--- src/seepd_pkg.sv ---
// seepd_pkg: shared constants and carrier types of the serial eeprom erase
// and deep power-down command block.
// assumes: one 10 MHz system clock; spi pins sampled from outside the domain.
// Function
// - sector erase fills addressed sector with FFh
// - sector erase: opcode plus three address bytes
// - cs rise after address starts erase
// - write in progress set during erase
// - protected sector erase aborts, memory unchanged
// - chip erase fills whole array with FFh
// - chip erase needs cs rise after eighth bit
// - chip erase ignored when any protect bit set
// - power-down entered only on cs rise
// - power-down ignores all but signature command
// - signature follows opcode and 24 dummy bits
// - signature repeats until cs rises
// - early cs rise still releases, after delay
// - signature served in standby unless busy
// - reset clears power-down, device in standby
// - write latch cleared on completed write
// - array accesses ignored while writing
// - power-on: standby, latch clear, output released
// - first falling cs edge activates device
// - write in progress reads one while busy (here it follows erase only, not ext_write_busy)
// - protect bits: none, quarter, half, all
package seepd_pkg;
	localparam logic [7:0] SEEPD_OP_WEN = 8'h06;
	localparam logic [7:0] SEEPD_OP_WRDI = 8'h04;
	localparam logic [7:0] SEEPD_OP_SE = 8'hD8;
	localparam logic [7:0] SEEPD_OP_CE = 8'hC7;
	localparam logic [7:0] SEEPD_OP_DPD = 8'hB9;
	localparam logic [7:0] SEEPD_OP_SIG = 8'hAB;
	// signature value is arbitrary
	localparam logic [7:0] SEEPD_SIGNATURE = 8'h5A;
	localparam int SEEPD_CLK_NS = 100;
	// erase time kept short so that a whole bench run stays brief
	localparam int SEEPD_ERASE_US = 500;
	localparam int SEEPD_REL_US = 100;
	localparam int SEEPD_ERASE_CYC = SEEPD_ERASE_US * 1000 / SEEPD_CLK_NS;
	localparam int SEEPD_REL_CYC = SEEPD_REL_US * 1000 / SEEPD_CLK_NS;
	localparam int SEEPD_SECT_LSB = 15;
	localparam int SEEPD_ADDR_W = 17;
	localparam logic [5:0] SEEPD_OP_BITS = 6'h08;
	localparam logic [5:0] SEEPD_ADR_BITS = 6'h20;

	typedef struct packed {
		logic sclk;
		logic cs_n;
		logic mosi;
	} seepd_pins_s;

	typedef struct packed {
		logic sclk_rise;
		logic sclk_fall;
		logic cs_fall;
		logic cs_rise;
		logic sel;
		logic mosi;
	} seepd_evt_s;

	typedef struct packed {
		logic start;
		logic chip;
		logic [1:0] sector;
	} seepd_erase_s;

	function automatic logic seepd_sect_prot(input logic [1:0] bp,
		input logic [1:0] sect);
		case (bp)
			2'h0: seepd_sect_prot = 1'b0;
			2'h1: seepd_sect_prot = (sect == 2'h3);
			2'h2: seepd_sect_prot = sect[1];
			default: seepd_sect_prot = 1'b1;
		endcase
	endfunction : seepd_sect_prot
endpackage : seepd_pkg

--- src/seepd_core.sv ---
// seepd_core: command decoder for erase, deep power-down and signature.
// assumes: spi mode 0 host; array erase carried out by array logic on
// the erase_* outputs; protect bits come from the status store.
`timescale 1ns/1ns
module seepd_core (
	input wire logic clk,
	input wire logic rst_n,
	input wire logic sclk,
	input wire logic cs_n,
	input wire logic mosi,
	input wire logic [1:0] block_protect,
	input wire logic ext_write_busy,
	input wire logic ext_write_done,
	output logic miso,
	output logic miso_oe_n,
	output logic write_in_progress,
	output logic write_enable_latch,
	output logic deep_powerdown,
	output logic active,
	output logic erase_start,
	output logic erase_chip,
	output logic [1:0] erase_sector
);
	import seepd_pkg::*;

	// ****************************************************************
	// state
	// ****************************************************************
	typedef enum logic [2:0] {
		SEEPD_IDLE = 3'b000,
		SEEPD_OPC = 3'b001,
		SEEPD_ADDR = 3'b010,
		SEEPD_SIGOUT = 3'b011,
		SEEPD_SKIP = 3'b100
	} seepd_phase_e;

	typedef struct packed {
		seepd_phase_e phase;
		logic [5:0] bits;
		logic [7:0] opc;
		logic [SEEPD_ADDR_W-1:0] addr;
		logic [2:0] sbit;
		logic miso;
		logic miso_oe_n;
		logic latch;
		logic erasing;
		logic dpd;
		logic rel;
		logic act;
		seepd_erase_s er;
	} seepd_core_state_s;

	seepd_core_state_s st_r;
	seepd_core_state_s st_nxt;
	seepd_pins_s pins;
	seepd_evt_s evt;
	logic t_load;
	logic [23:0] t_count;
	logic t_busy;
	logic t_done;
	logic busy;
	logic [7:0] opc_in;

	assign pins = '{sclk: sclk, cs_n: cs_n, mosi: mosi};

	seepd_sync u_sync (
		.clk(clk),
		.rst_n(rst_n),
		.pins(pins),
		.evt(evt)
	);

	seepd_timer u_timer (
		.clk(clk),
		.rst_n(rst_n),
		.load(t_load),
		.count(t_count),
		.busy(t_busy),
		.done(t_done)
	);

	assign busy = (st_r.erasing & t_busy) | ext_write_busy;
	assign opc_in = {st_r.opc[6:0], evt.mosi};

	// ****************************************************************
	// decoder
	// ****************************************************************
	always_comb begin
		st_nxt = st_r;
		st_nxt.er.start = 1'b0;
		t_load = 1'b0;
		t_count = 24'(SEEPD_ERASE_CYC);
		if (t_done && st_r.erasing) begin
			st_nxt.erasing = 1'b0;
			st_nxt.latch = 1'b0;
		end
		if (t_done && st_r.rel) begin
			st_nxt.rel = 1'b0;
		end
		if (ext_write_done) begin
			st_nxt.latch = 1'b0;
		end
		if (evt.cs_fall) begin
			// the falling edge that activates the device also opens a frame
			st_nxt.act = 1'b1;
			st_nxt.phase = SEEPD_OPC;
			st_nxt.bits = 6'h00;
			st_nxt.sbit = 3'h0;
		end else if (evt.cs_rise) begin
			st_nxt.phase = SEEPD_IDLE;
			st_nxt.miso_oe_n = 1'b1;
			// signature opcode has moved on to the address phase at bit 8
			if ((st_r.phase == SEEPD_OPC || st_r.phase == SEEPD_ADDR)
				&& st_r.bits == SEEPD_OP_BITS) begin
				if (st_r.dpd) begin
					if (st_r.opc == SEEPD_OP_SIG) begin
						st_nxt.dpd = 1'b0;
						st_nxt.rel = 1'b1;
						t_load = 1'b1;
						t_count = 24'(SEEPD_REL_CYC);
					end
				end else if (!busy) begin
					case (st_r.opc)
						SEEPD_OP_WEN: st_nxt.latch = 1'b1;
						SEEPD_OP_WRDI: st_nxt.latch = 1'b0;
						SEEPD_OP_DPD: st_nxt.dpd = 1'b1;
						SEEPD_OP_CE: begin
							if (st_r.latch && block_protect == 2'h0) begin
								st_nxt.erasing = 1'b1;
								st_nxt.er = '{start: 1'b1, chip: 1'b1,
									sector: 2'h0};
								t_load = 1'b1;
							end
						end
						default: st_nxt.latch = st_r.latch;
					endcase
				end
			end else if (st_r.phase == SEEPD_ADDR && st_r.bits == SEEPD_ADR_BITS
				&& st_r.opc == SEEPD_OP_SE && !busy && !st_r.dpd) begin
				if (st_r.latch && !seepd_sect_prot(block_protect,
					st_r.addr[SEEPD_ADDR_W-1:SEEPD_SECT_LSB])) begin
					st_nxt.erasing = 1'b1;
					st_nxt.er = '{start: 1'b1, chip: 1'b0,
						sector: st_r.addr[SEEPD_ADDR_W-1:SEEPD_SECT_LSB]};
					t_load = 1'b1;
				end
			end else if (st_r.phase == SEEPD_SIGOUT && st_r.dpd) begin
				st_nxt.dpd = 1'b0;
				st_nxt.rel = 1'b1;
				t_load = 1'b1;
				t_count = 24'(SEEPD_REL_CYC);
			end
		end else if (evt.sel && evt.sclk_rise) begin
			case (st_r.phase)
				SEEPD_OPC: begin
					st_nxt.opc = opc_in;
					st_nxt.bits = st_r.bits + 6'h01;
					if (st_r.bits == SEEPD_OP_BITS - 6'h01) begin
						if (opc_in == SEEPD_OP_SE || opc_in == SEEPD_OP_SIG) begin
							if (st_r.dpd && opc_in != SEEPD_OP_SIG) begin
								st_nxt.phase = SEEPD_SKIP;
							end else if (!st_r.dpd && busy) begin
								st_nxt.phase = SEEPD_SKIP;
							end else begin
								st_nxt.phase = SEEPD_ADDR;
							end
						end
					end else if (st_r.bits >= SEEPD_OP_BITS) begin
						st_nxt.phase = SEEPD_SKIP;
					end
				end
				SEEPD_ADDR: begin
					st_nxt.addr = {st_r.addr[SEEPD_ADDR_W-2:0], evt.mosi};
					st_nxt.bits = st_r.bits + 6'h01;
					if (st_r.bits == SEEPD_ADR_BITS) begin
						st_nxt.phase = SEEPD_SKIP;
					end else if (st_r.bits == SEEPD_ADR_BITS - 6'h01
						&& st_r.opc == SEEPD_OP_SIG) begin
						st_nxt.phase = SEEPD_SIGOUT;
						st_nxt.sbit = 3'h0;
					end
				end
				default: st_nxt.bits = st_r.bits;
			endcase
		end else if (evt.sel && evt.sclk_fall && st_r.phase == SEEPD_SIGOUT) begin
			st_nxt.miso_oe_n = 1'b0;
			st_nxt.miso = SEEPD_SIGNATURE[3'h7 - st_r.sbit];
			st_nxt.sbit = st_r.sbit + 3'h1;
		end
	end

	always_ff @(posedge clk or negedge rst_n) begin
		if (!rst_n) begin
			st_r <= '{phase: SEEPD_IDLE, bits: 6'h00, opc: 8'h00,
				addr: '0, sbit: 3'h0, miso: 1'b1, miso_oe_n: 1'b1,
				latch: 1'b0, erasing: 1'b0, dpd: 1'b0, rel: 1'b0, act: 1'b0,
				er: '0};
		end else begin
			st_r <= st_nxt;
		end
	end

	// ****************************************************************
	// outputs
	// ****************************************************************
	assign miso = st_r.miso;
	assign miso_oe_n = st_r.miso_oe_n;
	assign write_in_progress = st_r.erasing;
	assign write_enable_latch = st_r.latch;
	assign deep_powerdown = st_r.dpd | st_r.rel;
	assign active = st_r.act;
	assign erase_start = st_r.er.start;
	assign erase_chip = st_r.er.chip;
	assign erase_sector = st_r.er.sector;

	// ****************************************************************
	// checks
	// ****************************************************************
	property p_ce_prot;
		@(posedge clk) disable iff (!rst_n)
		(erase_start && erase_chip) |-> $past(block_protect) == 2'h0;
	endproperty
	a_ce_prot: assert property (p_ce_prot) else $error("chip erase protected");

	property p_se_prot;
		@(posedge clk) disable iff (!rst_n)
		(erase_start && !erase_chip) |->
			!seepd_sect_prot($past(block_protect), erase_sector);
	endproperty
	a_se_prot: assert property (p_se_prot) else $error("sector protected");

	property p_busy_start;
		@(posedge clk) disable iff (!rst_n)
		erase_start |-> write_in_progress ##1 write_in_progress;
	endproperty
	a_busy_start: assert property (p_busy_start) else $error("busy not set");

	property p_latch_needed;
		@(posedge clk) disable iff (!rst_n)
		erase_start |-> $past(write_enable_latch);
	endproperty
	a_latch_needed: assert property (p_latch_needed) else $error("no latch");

	property p_busy_clear;
		@(posedge clk) disable iff (!rst_n)
		$fell(write_in_progress) && !$past(ext_write_done) |->
			!write_enable_latch;
	endproperty
	a_busy_clear: assert property (p_busy_clear) else $error("latch kept");

	property p_dpd_quiet;
		@(posedge clk) disable iff (!rst_n)
		$past(st_r.dpd) |-> !erase_start && !$rose(write_enable_latch);
	endproperty
	a_dpd_quiet: assert property (p_dpd_quiet) else $error("cmd in dpd");

	property p_rel_time;
		@(posedge clk) disable iff (!rst_n)
		$fell(st_r.dpd) |-> st_r.rel [*8];
	endproperty
	a_rel_time: assert property (p_rel_time) else $error("release short");

	property p_miso_cs;
		@(posedge clk) disable iff (!rst_n)
		!miso_oe_n |-> st_r.phase == SEEPD_SIGOUT;
	endproperty
	a_miso_cs: assert property (p_miso_cs) else $error("miso stray");

	property p_inactive;
		@(posedge clk) disable iff (!rst_n)
		!active |-> miso_oe_n && !erase_start;
	endproperty
	a_inactive: assert property (p_inactive) else $error("acts early");

	property p_start_pulse;
		@(posedge clk) disable iff (!rst_n)
		erase_start |=> !erase_start;
	endproperty
	a_start_pulse: assert property (p_start_pulse) else $error("long start");

	property p_start_free;
		@(posedge clk) disable iff (!rst_n)
		erase_start |-> !$past(write_in_progress) && !$past(ext_write_busy);
	endproperty
	a_start_free: assert property (p_start_free) else $error("start busy");

	property p_busy_rise;
		@(posedge clk) disable iff (!rst_n)
		$rose(write_in_progress) |-> erase_start;
	endproperty
	a_busy_rise: assert property (p_busy_rise) else $error("busy stray");

	property p_busy_level;
		@(posedge clk) disable iff (!rst_n)
		write_in_progress && !t_done |-> t_busy;
	endproperty
	a_busy_level: assert property (p_busy_level) else $error("busy no timer");

	property p_dpd_rise;
		@(posedge clk) disable iff (!rst_n)
		$rose(st_r.dpd) |-> !$past(busy);
	endproperty
	a_dpd_rise: assert property (p_dpd_rise) else $error("dpd while busy");

	property p_rel_end;
		@(posedge clk) disable iff (!rst_n)
		$fell(st_r.rel) |-> !st_r.dpd;
	endproperty
	a_rel_end: assert property (p_rel_end) else $error("release stuck");

	property p_oe_busy;
		@(posedge clk) disable iff (!rst_n)
		!miso_oe_n |-> !write_in_progress;
	endproperty
	a_oe_busy: assert property (p_oe_busy) else $error("sig while busy");

	property p_ce_sector;
		@(posedge clk) disable iff (!rst_n)
		erase_start && erase_chip |-> erase_sector == 2'h0;
	endproperty
	a_ce_sector: assert property (p_ce_sector) else $error("chip sector");

	property p_act_stay;
		@(posedge clk) disable iff (!rst_n)
		active |=> active;
	endproperty
	a_act_stay: assert property (p_act_stay) else $error("active lost");

	property p_sig_first;
		@(posedge clk) disable iff (!rst_n)
		$fell(miso_oe_n) |-> miso == SEEPD_SIGNATURE[7];
	endproperty
	a_sig_first: assert property (p_sig_first) else $error("sig msb");

	c_se: cover property (@(posedge clk) erase_start && !erase_chip);
	c_ce: cover property (@(posedge clk) erase_start && erase_chip);
	c_dpd: cover property (@(posedge clk) $rose(st_r.dpd));
	c_sig: cover property (@(posedge clk) $fell(miso_oe_n));
endmodule : seepd_core

--- src/seepd_sync.sv ---
// seepd_sync: two-stage synchroniser and edge finder for the spi pins.
// assumes: pins are asynchronous to clk.
`timescale 1ns/1ns
module seepd_sync (
	input wire logic clk,
	input wire logic rst_n,
	input wire seepd_pkg::seepd_pins_s pins,
	output seepd_pkg::seepd_evt_s evt
);
	import seepd_pkg::*;

	typedef struct packed {
		seepd_pins_s s1;
		seepd_pins_s s2;
		seepd_pins_s s3;
	} seepd_sync_state_s;

	seepd_sync_state_s st_r;
	seepd_sync_state_s st_nxt;

	always_comb begin
		st_nxt = st_r;
		st_nxt.s1 = pins;
		st_nxt.s2 = st_r.s1;
		st_nxt.s3 = st_r.s2;
	end

	always_ff @(posedge clk or negedge rst_n) begin
		if (!rst_n) begin
			st_r <= '{s1: 3'h2, s2: 3'h2, s3: 3'h2};
		end else begin
			st_r <= st_nxt;
		end
	end

	// edges are taken between stage two and three only
	assign evt.sclk_rise = st_r.s2.sclk & ~st_r.s3.sclk;
	assign evt.sclk_fall = ~st_r.s2.sclk & st_r.s3.sclk;
	assign evt.cs_fall = ~st_r.s2.cs_n & st_r.s3.cs_n;
	assign evt.cs_rise = st_r.s2.cs_n & ~st_r.s3.cs_n;
	assign evt.sel = ~st_r.s2.cs_n;
	assign evt.mosi = st_r.s2.mosi;
endmodule : seepd_sync

--- src/seepd_timer.sv ---
// seepd_timer: loadable down counter for self-timed cycles.
// assumes: load wins over counting.
`timescale 1ns/1ns
module seepd_timer (
	input wire logic clk,
	input wire logic rst_n,
	input wire logic load,
	input wire logic [23:0] count,
	output logic busy,
	output logic done
);
	import seepd_pkg::*;

	typedef struct packed {
		logic [23:0] cnt;
		logic done;
	} seepd_timer_state_s;

	seepd_timer_state_s st_r;
	seepd_timer_state_s st_nxt;

	always_comb begin
		st_nxt = st_r;
		st_nxt.done = 1'b0;
		if (load) begin
			st_nxt.cnt = count;
		end else if (st_r.cnt != 24'h000000) begin
			st_nxt.cnt = st_r.cnt - 24'h000001;
			st_nxt.done = (st_r.cnt == 24'h000001);
		end
	end

	always_ff @(posedge clk or negedge rst_n) begin
		if (!rst_n) begin
			st_r <= '0;
		end else begin
			st_r <= st_nxt;
		end
	end

	assign busy = (st_r.cnt != 24'h000000);
	assign done = st_r.done;
endmodule : seepd_timer

--- config.mk ---
export PLATFORM = sky130hd
export DESIGN_NAME = seepd_core
export DESIGN_NICKNAME = d
export VERILOG_FILES = /design/src/seepd_pkg.sv /design/src/seepd_core.sv /design/src/seepd_sync.sv /design/src/seepd_timer.sv
export SDC_FILE = /design/constraint.sdc
export NUM_CORES = 1
export LEC_CHECK = 0
export ABC_AREA = 1
export BUFFER_PORTS_ARGS = -buffer_cell sky130_fd_sc_hd__buf_4
export CAP_MARGIN = 20
export CORE_ASPECT_RATIO = 0.9
export CORE_MARGIN = 1
export CORE_UTILIZATION = 45
export CTS_CLUSTER_DIAMETER = 40
export DETAILED_ROUTE_END_ITERATION = 10
export GPL_ROUTABILITY_DRIVEN = 0
export PLACE_DENSITY_LB_ADDON = 0.08
export SETUP_SLACK_MARGIN = 0.1
export SLEW_MARGIN = 20
export SYNTH_ARGS = -nofsm -noshare
export SYNTH_HDL_FRONTEND = slang
export SYNTH_SLANG_ARGS = --single-unit
--- constraint.sdc ---
create_clock -name clk -period 5.1 [get_ports clk]
set_input_delay 0.255 -clock clk [delete_from_list [all_inputs] [get_ports clk]]
set_output_delay 0.255 -clock clk [all_outputs]
set_load 0.005 [all_outputs]
==> results of run 1 <==
==> critical path, delay by kind of cell, from the launching register on <==
| family | cells | cell delay (ns) |
|---|---|---|
| flip-flops | 1 | 0.41 |
| buffers and inverters | 2 | 0.33 |
| AND/OR/NAND/NOR | 6 | 0.81 |
| adder cells (fa/ha/maj) | 1 | 0.16 |
| AO/OA/AOI/OAI | 2 | 0.40 |
==> per-stage QoR <==
step / cells / utilization (%)
2_1_floorplan: 511 / -
3_3_place_gp: 644 / 49.1
3_5_place_dp: 644 / 49.1
4_1_cts: 663 / 51.9
5_1_grt: 664 / 52.0
6_report: 664 / 52.0
==> layout by cell type, fill, tap and decap left out, types with 3 or more instances in the layout <==
master	synthesis	final
inv_1	59	59
dfstp_2	5	5
nand3_1	32	32
xor2_1	17	17
dlygate4sd3_1	0	4
o21ai_0	25	25
nor3_1	18	18
xnor2_1	8	8
ha_1	9	9
nand4_1	15	15
dfrtp_1	76	76
or2_2	3	3
buf_4	2	17
a21oi_1	11	11
nand2_1	104	104
nand2_2	4	4
nor2_1	82	82
mux2_2	14	14
clkbuf_8	0	10
nor2_2	4	4
==> power groups by stage <==
stage / combinational (mW) / clock (mW) / sequential [mW]
floorplan: 0.0817 / 0 / 0.702
global placement: 0.120 / 0 / 0.709
detailed placement: 0.123 / 0 / 0.708
CTS: 0.125 / 0.542 / 0.696
global route: 0.148 / 0.568 / 0.701
finish: 0.125 / 0.525 / 0.696
==> area by class of cell <==
| class | instances | area [um2] | share of cell area, % |
|---|---|---|---|
| clock buffers | 10 | 138 | 2.90 |
| clock inverters | 6 | 88.8 | 1.87 |
| inverters | 60 | 228 | 4.80 |
| multi-input cells | 363 | 1930 | 40.6 |
| flip-flops and latches | 81 | 2030 | 42.8 |
| well taps | 122 | 153 | 3.21 |
| repair buffers | 22 | 179 | 3.77 |
==> metal layers <==
metal | up-vias | track usage [%] | wire (um)
met5 | - | 0 | 0
met4 | 0 | 6.43 | 110
met3 | 8 | 3.61 | 302
met2 | 64 | 27.4 | 3460
met1 | 1518 | 28.0 | 4580
li1 | 1697 | - | -
==> repair_timing <==
item | 4_1_cts | 5_1_grt
endpoints found under the hold margin | 3 | 15
hold buffers | 3 | 1
gates resized for setup | 0 | 0
==> kinds of logic (layout without fill, tap and decap cells) <==
kind of cell	count (synthesis)	in the layout	synth area share, %
buffers and inverters	67	98	6.36
xor gates and xnor gates	25	25	5.17
adders and majority gates	9	9	2.66
muxes	14	14	3.73
AOI/OAI and AO/OA	46	46	6.24
and+or+nand+nor	269	269	27.8
DFF	81	81	48.0
==> path summary, 6_finish.rpt <==
check                                  from                to  slack (ns)  cells after the start
hold reg to reg            u_sync.st_nxt[5]  u_sync.st_nxt[2]        0.35                      0
setup / recovery            u_timer.st_r[1]  u_timer.st_r[23]        2.86                     11
max in group asynchronous             rst_n         opc_in[2]        4.11                      2
setup reg to reg            u_timer.st_r[1]  u_timer.st_r[23]        2.86                     11
hold / removal               ext_write_busy           st_r[6]        0.28                      4
min in group asynchronous             rst_n          st_r[12]        0.50                      2
==> flip-flops by register name, indices dropped and copies added, names as in the netlist, 2 cells and up <==
| name | cells |
|---|---|
| opc_in | 7 |
| u_timer.st_r | 24 |
| u_sync.st_r | 2 |
| u_sync.st_nxt | 5 |
| erase_sector | 2 |
| st_r | 32 |
==> summary.md, run 1 <==
| Metric | Value |
|---|---|
| Io pins | 19 |
| Mean Syn Cell Area | ~8.3 um2 |
| Final instance area | roughly 4700 um2 |
| Total track usage | about a fifth |
| Crit path launch type | register |
| Post-Synthesis Cells | a little over 500 |
| Unrepaired setup endpoints after global routing | no |
| Post-synthesis sequential element count | between 80 and 90 |
| Final #Nets | 555 |
| Clock power share | about two fifths |
| Clock sink count | roughly 80 |
| Filler cells | 873 |
| Final setup violating endpoints | 0 |
| Worst path arrival time | between 2 and 2.5 ns |
| Final WL | roughly 8.5 mm |
| Cell seen most often among critical-path stages | nand2_1 |
| Tot Pwr | about 1.3 mW |
| Final period utilization | a little over two fifths |
| Post-synth EDFFs | 0 |
| Initial core utilization | a little under half |
| Combinational Power Share | about a tenth |
| Worst vdd ir | between 0.00015 and 0.0002 V |
| Max Root-Sink Buffers | 2 |
| Total core area | approximately 9000 um2 |
| Die Span X | around 100 um |
| Max-cap violations | 0 |
| Ant. Diodes | 0 |
| Prevailing post-synth register cell | dfrtp_1 |
| Drt drc | 0 |
| Row count | 33 |
| Fmax | about 450 MHz |
| Layout cells sized above 1 | roughly an eighth |
| Worst slack at placement | ~2.9 ns |
| WL/cell | 12.7 um |
| Setup Crit Path Kind | register to register |
| Minimum clock period | between 2 and 2.5 ns |
| Area Growth Syn to Fin | 12.2% |
| Clock Latency Late Sink | approximately 0.36 ns |
| Top area cells in the synthesized netlist | dfrtp_1, nand2_1, nor2_1, inv_1, nand3_1 |
| Die Area | roughly 9800 um2 |
| Pwr/cell area | roughly 280 nW/um2 |
| Post-CTS Setup Repair Bufs | 0 |
| Critical Path End Type | register |
| GRT overflow | 0 |
| Mapped Area | ~4200 um2 |
| Initial antenna violation count | 0 |
| Hold Vio Cnt, Final | 0 |
| Sequential share of the synthesized area | 48.0% |
| Pre-antenna DRT Iters | 4 |
| Top-count cell post-synth | nand2_1 |
| Asr flop ratio synth | 100% |
| Post-placement cell area | between 4000 and 5000 um2 |
| Crit-path max FO | 18 |
| Crit path cell chain | inv_1 > ha_1 > nand2_1 > nor2_2 > nand3_4 > a21oi_4 > nand2_1 > a21oi_2 > nand2_2 > inv_4 > nor2_1 |
| Initial DRC count | 214 |
| Slew Viols, Final | 0 |
| Lkg Pwr | 2.31 nW |
| Largest net degree at the start of global routing | about 80 |
| Yosys cell types | 35 |
| Ys Warns | 0 |
| Slew HR | between 50 and 60% |
| Hpwl dp | between 6 and 7 mm |
| Routed Antenna Nets | 0 |
| Global-route wire length before repair | ~15 mm |
| Worst-Margin Slew | 0.718 ns |
| Vias | approximately 3,300 |
| Worst hold path class | input port to register |
| CTS Buf Count | 9 |
| Reg power frac | roughly half |
| Setup TNS | 0 ns |
| Syn nets | ~530 |
| Slowest-stage cell, CP | dfrtp_1 |
| Synth area leader | dfrtp_1 |
| CTS tree | built |
| Net switching power | between 300 and 400 uW |
| Vias in the first global route | 3,036 |
| Clock skew | 0.0103 ns |
| Commonest cells post-synth | nand2_1, nor2_1, dfrtp_1, inv_1, nand3_1 |
| PortBufs | 18 |
| Status | complete, no violations |
| Setup ws final | between 2 and 3 ns |
| Crit-path max cell delay | ~0.41 ns |
| Die Y | between 90 and 100 um |
| Area share of the largest cell type after synthesis | between 40% and 50% |
| Via/cell ratio | slightly below 5 |
| Worst hold slack | roughly 0.28 ns |
| Clock-pin transition on the worst setup and hold timing paths | roughly 0.08 ns |
| Internal | roughly 1000 uW |
| CTS root buf | clkbuf_8 |
| # H-tree levels | 3 |
| CP required | about 5.3 ns |
| Sw Ratio | 25.8% |
No activity file was read; power rests on OpenSTA's default activity.
==> inputs of run 2 (changes only) <==
==> constraint.sdc (replaced) <==
create_clock -name clk -period 2.3 [get_ports clk]
set_input_delay 0.115 -clock clk [delete_from_list [all_inputs] [get_ports clk]]
set_output_delay 0.115 -clock clk [all_outputs]
set_load 0.005 [all_outputs]
==> summary.md, run 2 (synthesized netlist as in run 1, its figures left out) <==
| Metric | Value |
|---|---|
| Initial antenna violation count | 0 (unchanged) |
| Pwr/cell area | 570 nW/um2 (+100%) |
| GRT overflow | 0 (unchanged) |
| Slew HR | 65.9% (+14 points) |
| Final #Nets | 562 (+1.3%) |
| Max-cap violations | 0 (unchanged) |
| Worst hold slack | 0.162 ns (-0.115 ns) |
| Hold Vio Cnt, Final | 0 (unchanged) |
| Final WL | 8.67 mm (+2.6%) |
| Post-CTS Setup Repair Bufs | 0 (unchanged) |
| Row count | 33 (unchanged) |
| Clock skew | 0.0138 ns (+0.00353 ns) |
| Worst hold path class | input port to register |
| Final setup violating endpoints | 0 (unchanged) |
| # H-tree levels | 3 (unchanged) |
| Die Y | 94.0 um (unchanged) |
| Filler cells | 913 (+4.6%) |
| Initial DRC count | 162 (-24%) |
| Final period utilization | 86.8% (+43 points) |
| Pre-antenna DRT Iters | 4 (unchanged) |
| Largest net degree at the start of global routing | 44 (-46%) |
| Unrepaired setup endpoints after global routing | no |
| Via/cell ratio | 5.01 (+1.1%) |
| Top reg by flops | st_r |
| Status | complete, no violations |
| Slew Viols, Final | 0 (unchanged) |
| Fmax | 501 MHz (+12%) |
| Hpwl dp | 6.38 mm (+4.3%) |
| Clock-pin transition on the worst setup and hold timing paths | 0.08 ns (about the same) |
| Total core area | 9130 um2 (unchanged) |
| Global-route wire length before repair | 15.0 mm (+3.1%) |
| Setup Crit Path Kind | register to register |
| Most frequent cells in the layout | nand2_1, nor2_1, dfrtp_1, inv_1, nand3_1 |
| CP required | 2.55 ns (-2.79 ns) |
| Commonest non-fill, non-tap cell in the layout | nand2_1 |
| CP top delay family | simple AND/OR/NAND/NOR gates |
| Routed Antenna Nets | 0 (unchanged) |
| CTS root buf | clkbuf_8 |
| Crit-path max cell delay | 0.40 ns (about the same) |
| Buffers & Inverters on Critical Path | 2 (unchanged) |
| Worst vdd ir | 0.000431 V (+180%) |
| Layout cells sized above 1 | 12.9% (+0.017 points) |
| Ant. Diodes | 0 (unchanged) |
| Worst path arrival time | 2.24 ns (-0.24 ns) |
| Area Growth Syn to Fin | 11.9% |
| Post-placement cell area | 4540 um2 (+1.5%) |
| WL/cell | 12.9 um (+1.6%) |
| Lkg Pwr | 2.31 nW (about the same) |
| Minimum clock period | 2.00 ns (-0.246 ns) |
| Crit-path max FO | 18 (unchanged) |
| PortBufs | 18 (unchanged) |
| CTS Buf Count | 9 (unchanged) |
| Max Root-Sink Buffers | 2 (unchanged) |
| Multi-input logic area | 1930 um2 (unchanged) |
| Die Area | 9800 um2 (unchanged) |
| Total track usage | 19.7% (+0.81 points) |
| Die Span X | 104 um (unchanged) |
| Setup TNS | 0 ns (unchanged) |
| Final instance area | 4740 um2 (-0.24%) |
| Clock Latency Late Sink | 0.36 ns (about the same) |
| Vias in the first global route | 3,180 (+4.7%) |
| Register area | 2030 um2 (unchanged) |
| Vias | 3,359 (+2.2%) |
| Worst-Margin Slew | 0.512 ns (-0.206 ns) |
| CTS tree | built |
| Clock sink count | 81 (unchanged) |
| Cell seen most often among critical-path stages | nand2_1 |
| Drt drc | 0 (unchanged) |
| Crit path cell chain | inv_1 > ha_1 > nand2_1 > nor2_2 > nand3_4 > a21oi_4 > nand2_1 > a21oi_2 > nand2_2 > inv_6 > nor2_1 |
| Crit path launch type | register |
| Critical Path End Type | register |
| Max FFs per register | 32 (unchanged) |
| Io pins | 19 (unchanged) |
| Slowest-stage cell, CP | dfrtp_1 |
| Initial core utilization | 46.4% (unchanged) |
[run 2: cell count changes in the layout (fill, tap and decap cells not counted)]
cell and change:
buf_4 +7, inv_4 -1, clkbuf_1 +6, bufinv_16 -2, buf_6 -1, clkinvlp_4 -2
buf_12 +1, clkbuf_8 -1
[run 2: layout make-up]
type                            instances  share of cell area [%]
Clock buffer                           15                    3.09
Clock inverter                          1                   0.106
Inverter                               60                    4.86
Multi-Input combinational cell        363                    40.7
Sequential cell                        81                    42.9
Tap cell                              122                    3.22
Timing Repair Buffer                   29                    5.07
[run 2: metal layers]
| metal | up-vias | track usage (%) | part of all wire [%] |
|---|---|---|---|
| met3 | 12 | 4.72 | 3.4 |
| li1 | 1714 | - | - |
| met2 | 52 | 29.9 | 42 |
| met4 | 0 | 6.79 | 1.5 |
| met5 | - | 0 | 0 |
| met1 | 1581 | 27.5 | 53 |
[run 2: timing repair]
item                                    in CTS  in global routing
gates resized for setup                      0                  1
hold buffers                                 4                  0
hold endpoints to repair                    38                  0
endpoints found under the setup margin       0                 13
[run 2: stage by stage]
stage | cells | power (mW) | util (%) | setup slack [ns]
3_3_place_gp | 651 | 1.84 | 49.8 | 0.358
6_report | 671 | 2.70 | 51.9 | 0.303
4_1_cts | 671 | 2.75 | 51.9 | 0.279
2_1_floorplan | 511 | 1.74 | - | 0.371
5_1_grt | 671 | 2.84 | 51.9 | 0.105
3_5_place_dp | 651 | 1.85 | 49.8 | 0.297
[run 2: final timing paths]
kind,start,endpoint,slack [ns],cells past startpoint
setup / recovery,u_timer.st_r[1],u_timer.st_r[23],0.30,11
hold / removal,ext_write_busy,st_r[6],0.16,4
setup reg to reg,u_timer.st_r[1],u_timer.st_r[23],0.30,11
hold reg to reg,u_sync.st_nxt[3],u_sync.evt[0],0.35,0
max in group asynchronous,rst_n,miso_oe_n,1.38,3
min in group asynchronous,rst_n,st_r[12],0.27,2
[run 2: power breakdown]
part | switching (mW) | internal (mW) | leakage, nW
sequential | 0.0570 | 1.49 | 1.04
clock | 0.481 | 0.394 | 0.0757
combinational | 0.191 | 0.0901 | 1.19
[run 2: worst min-delay path: stages]
cell and delay (ns):
buf_4 0.11, a21oi_4 0.04, a31oi_1 0.16, a21oi_1 0.05
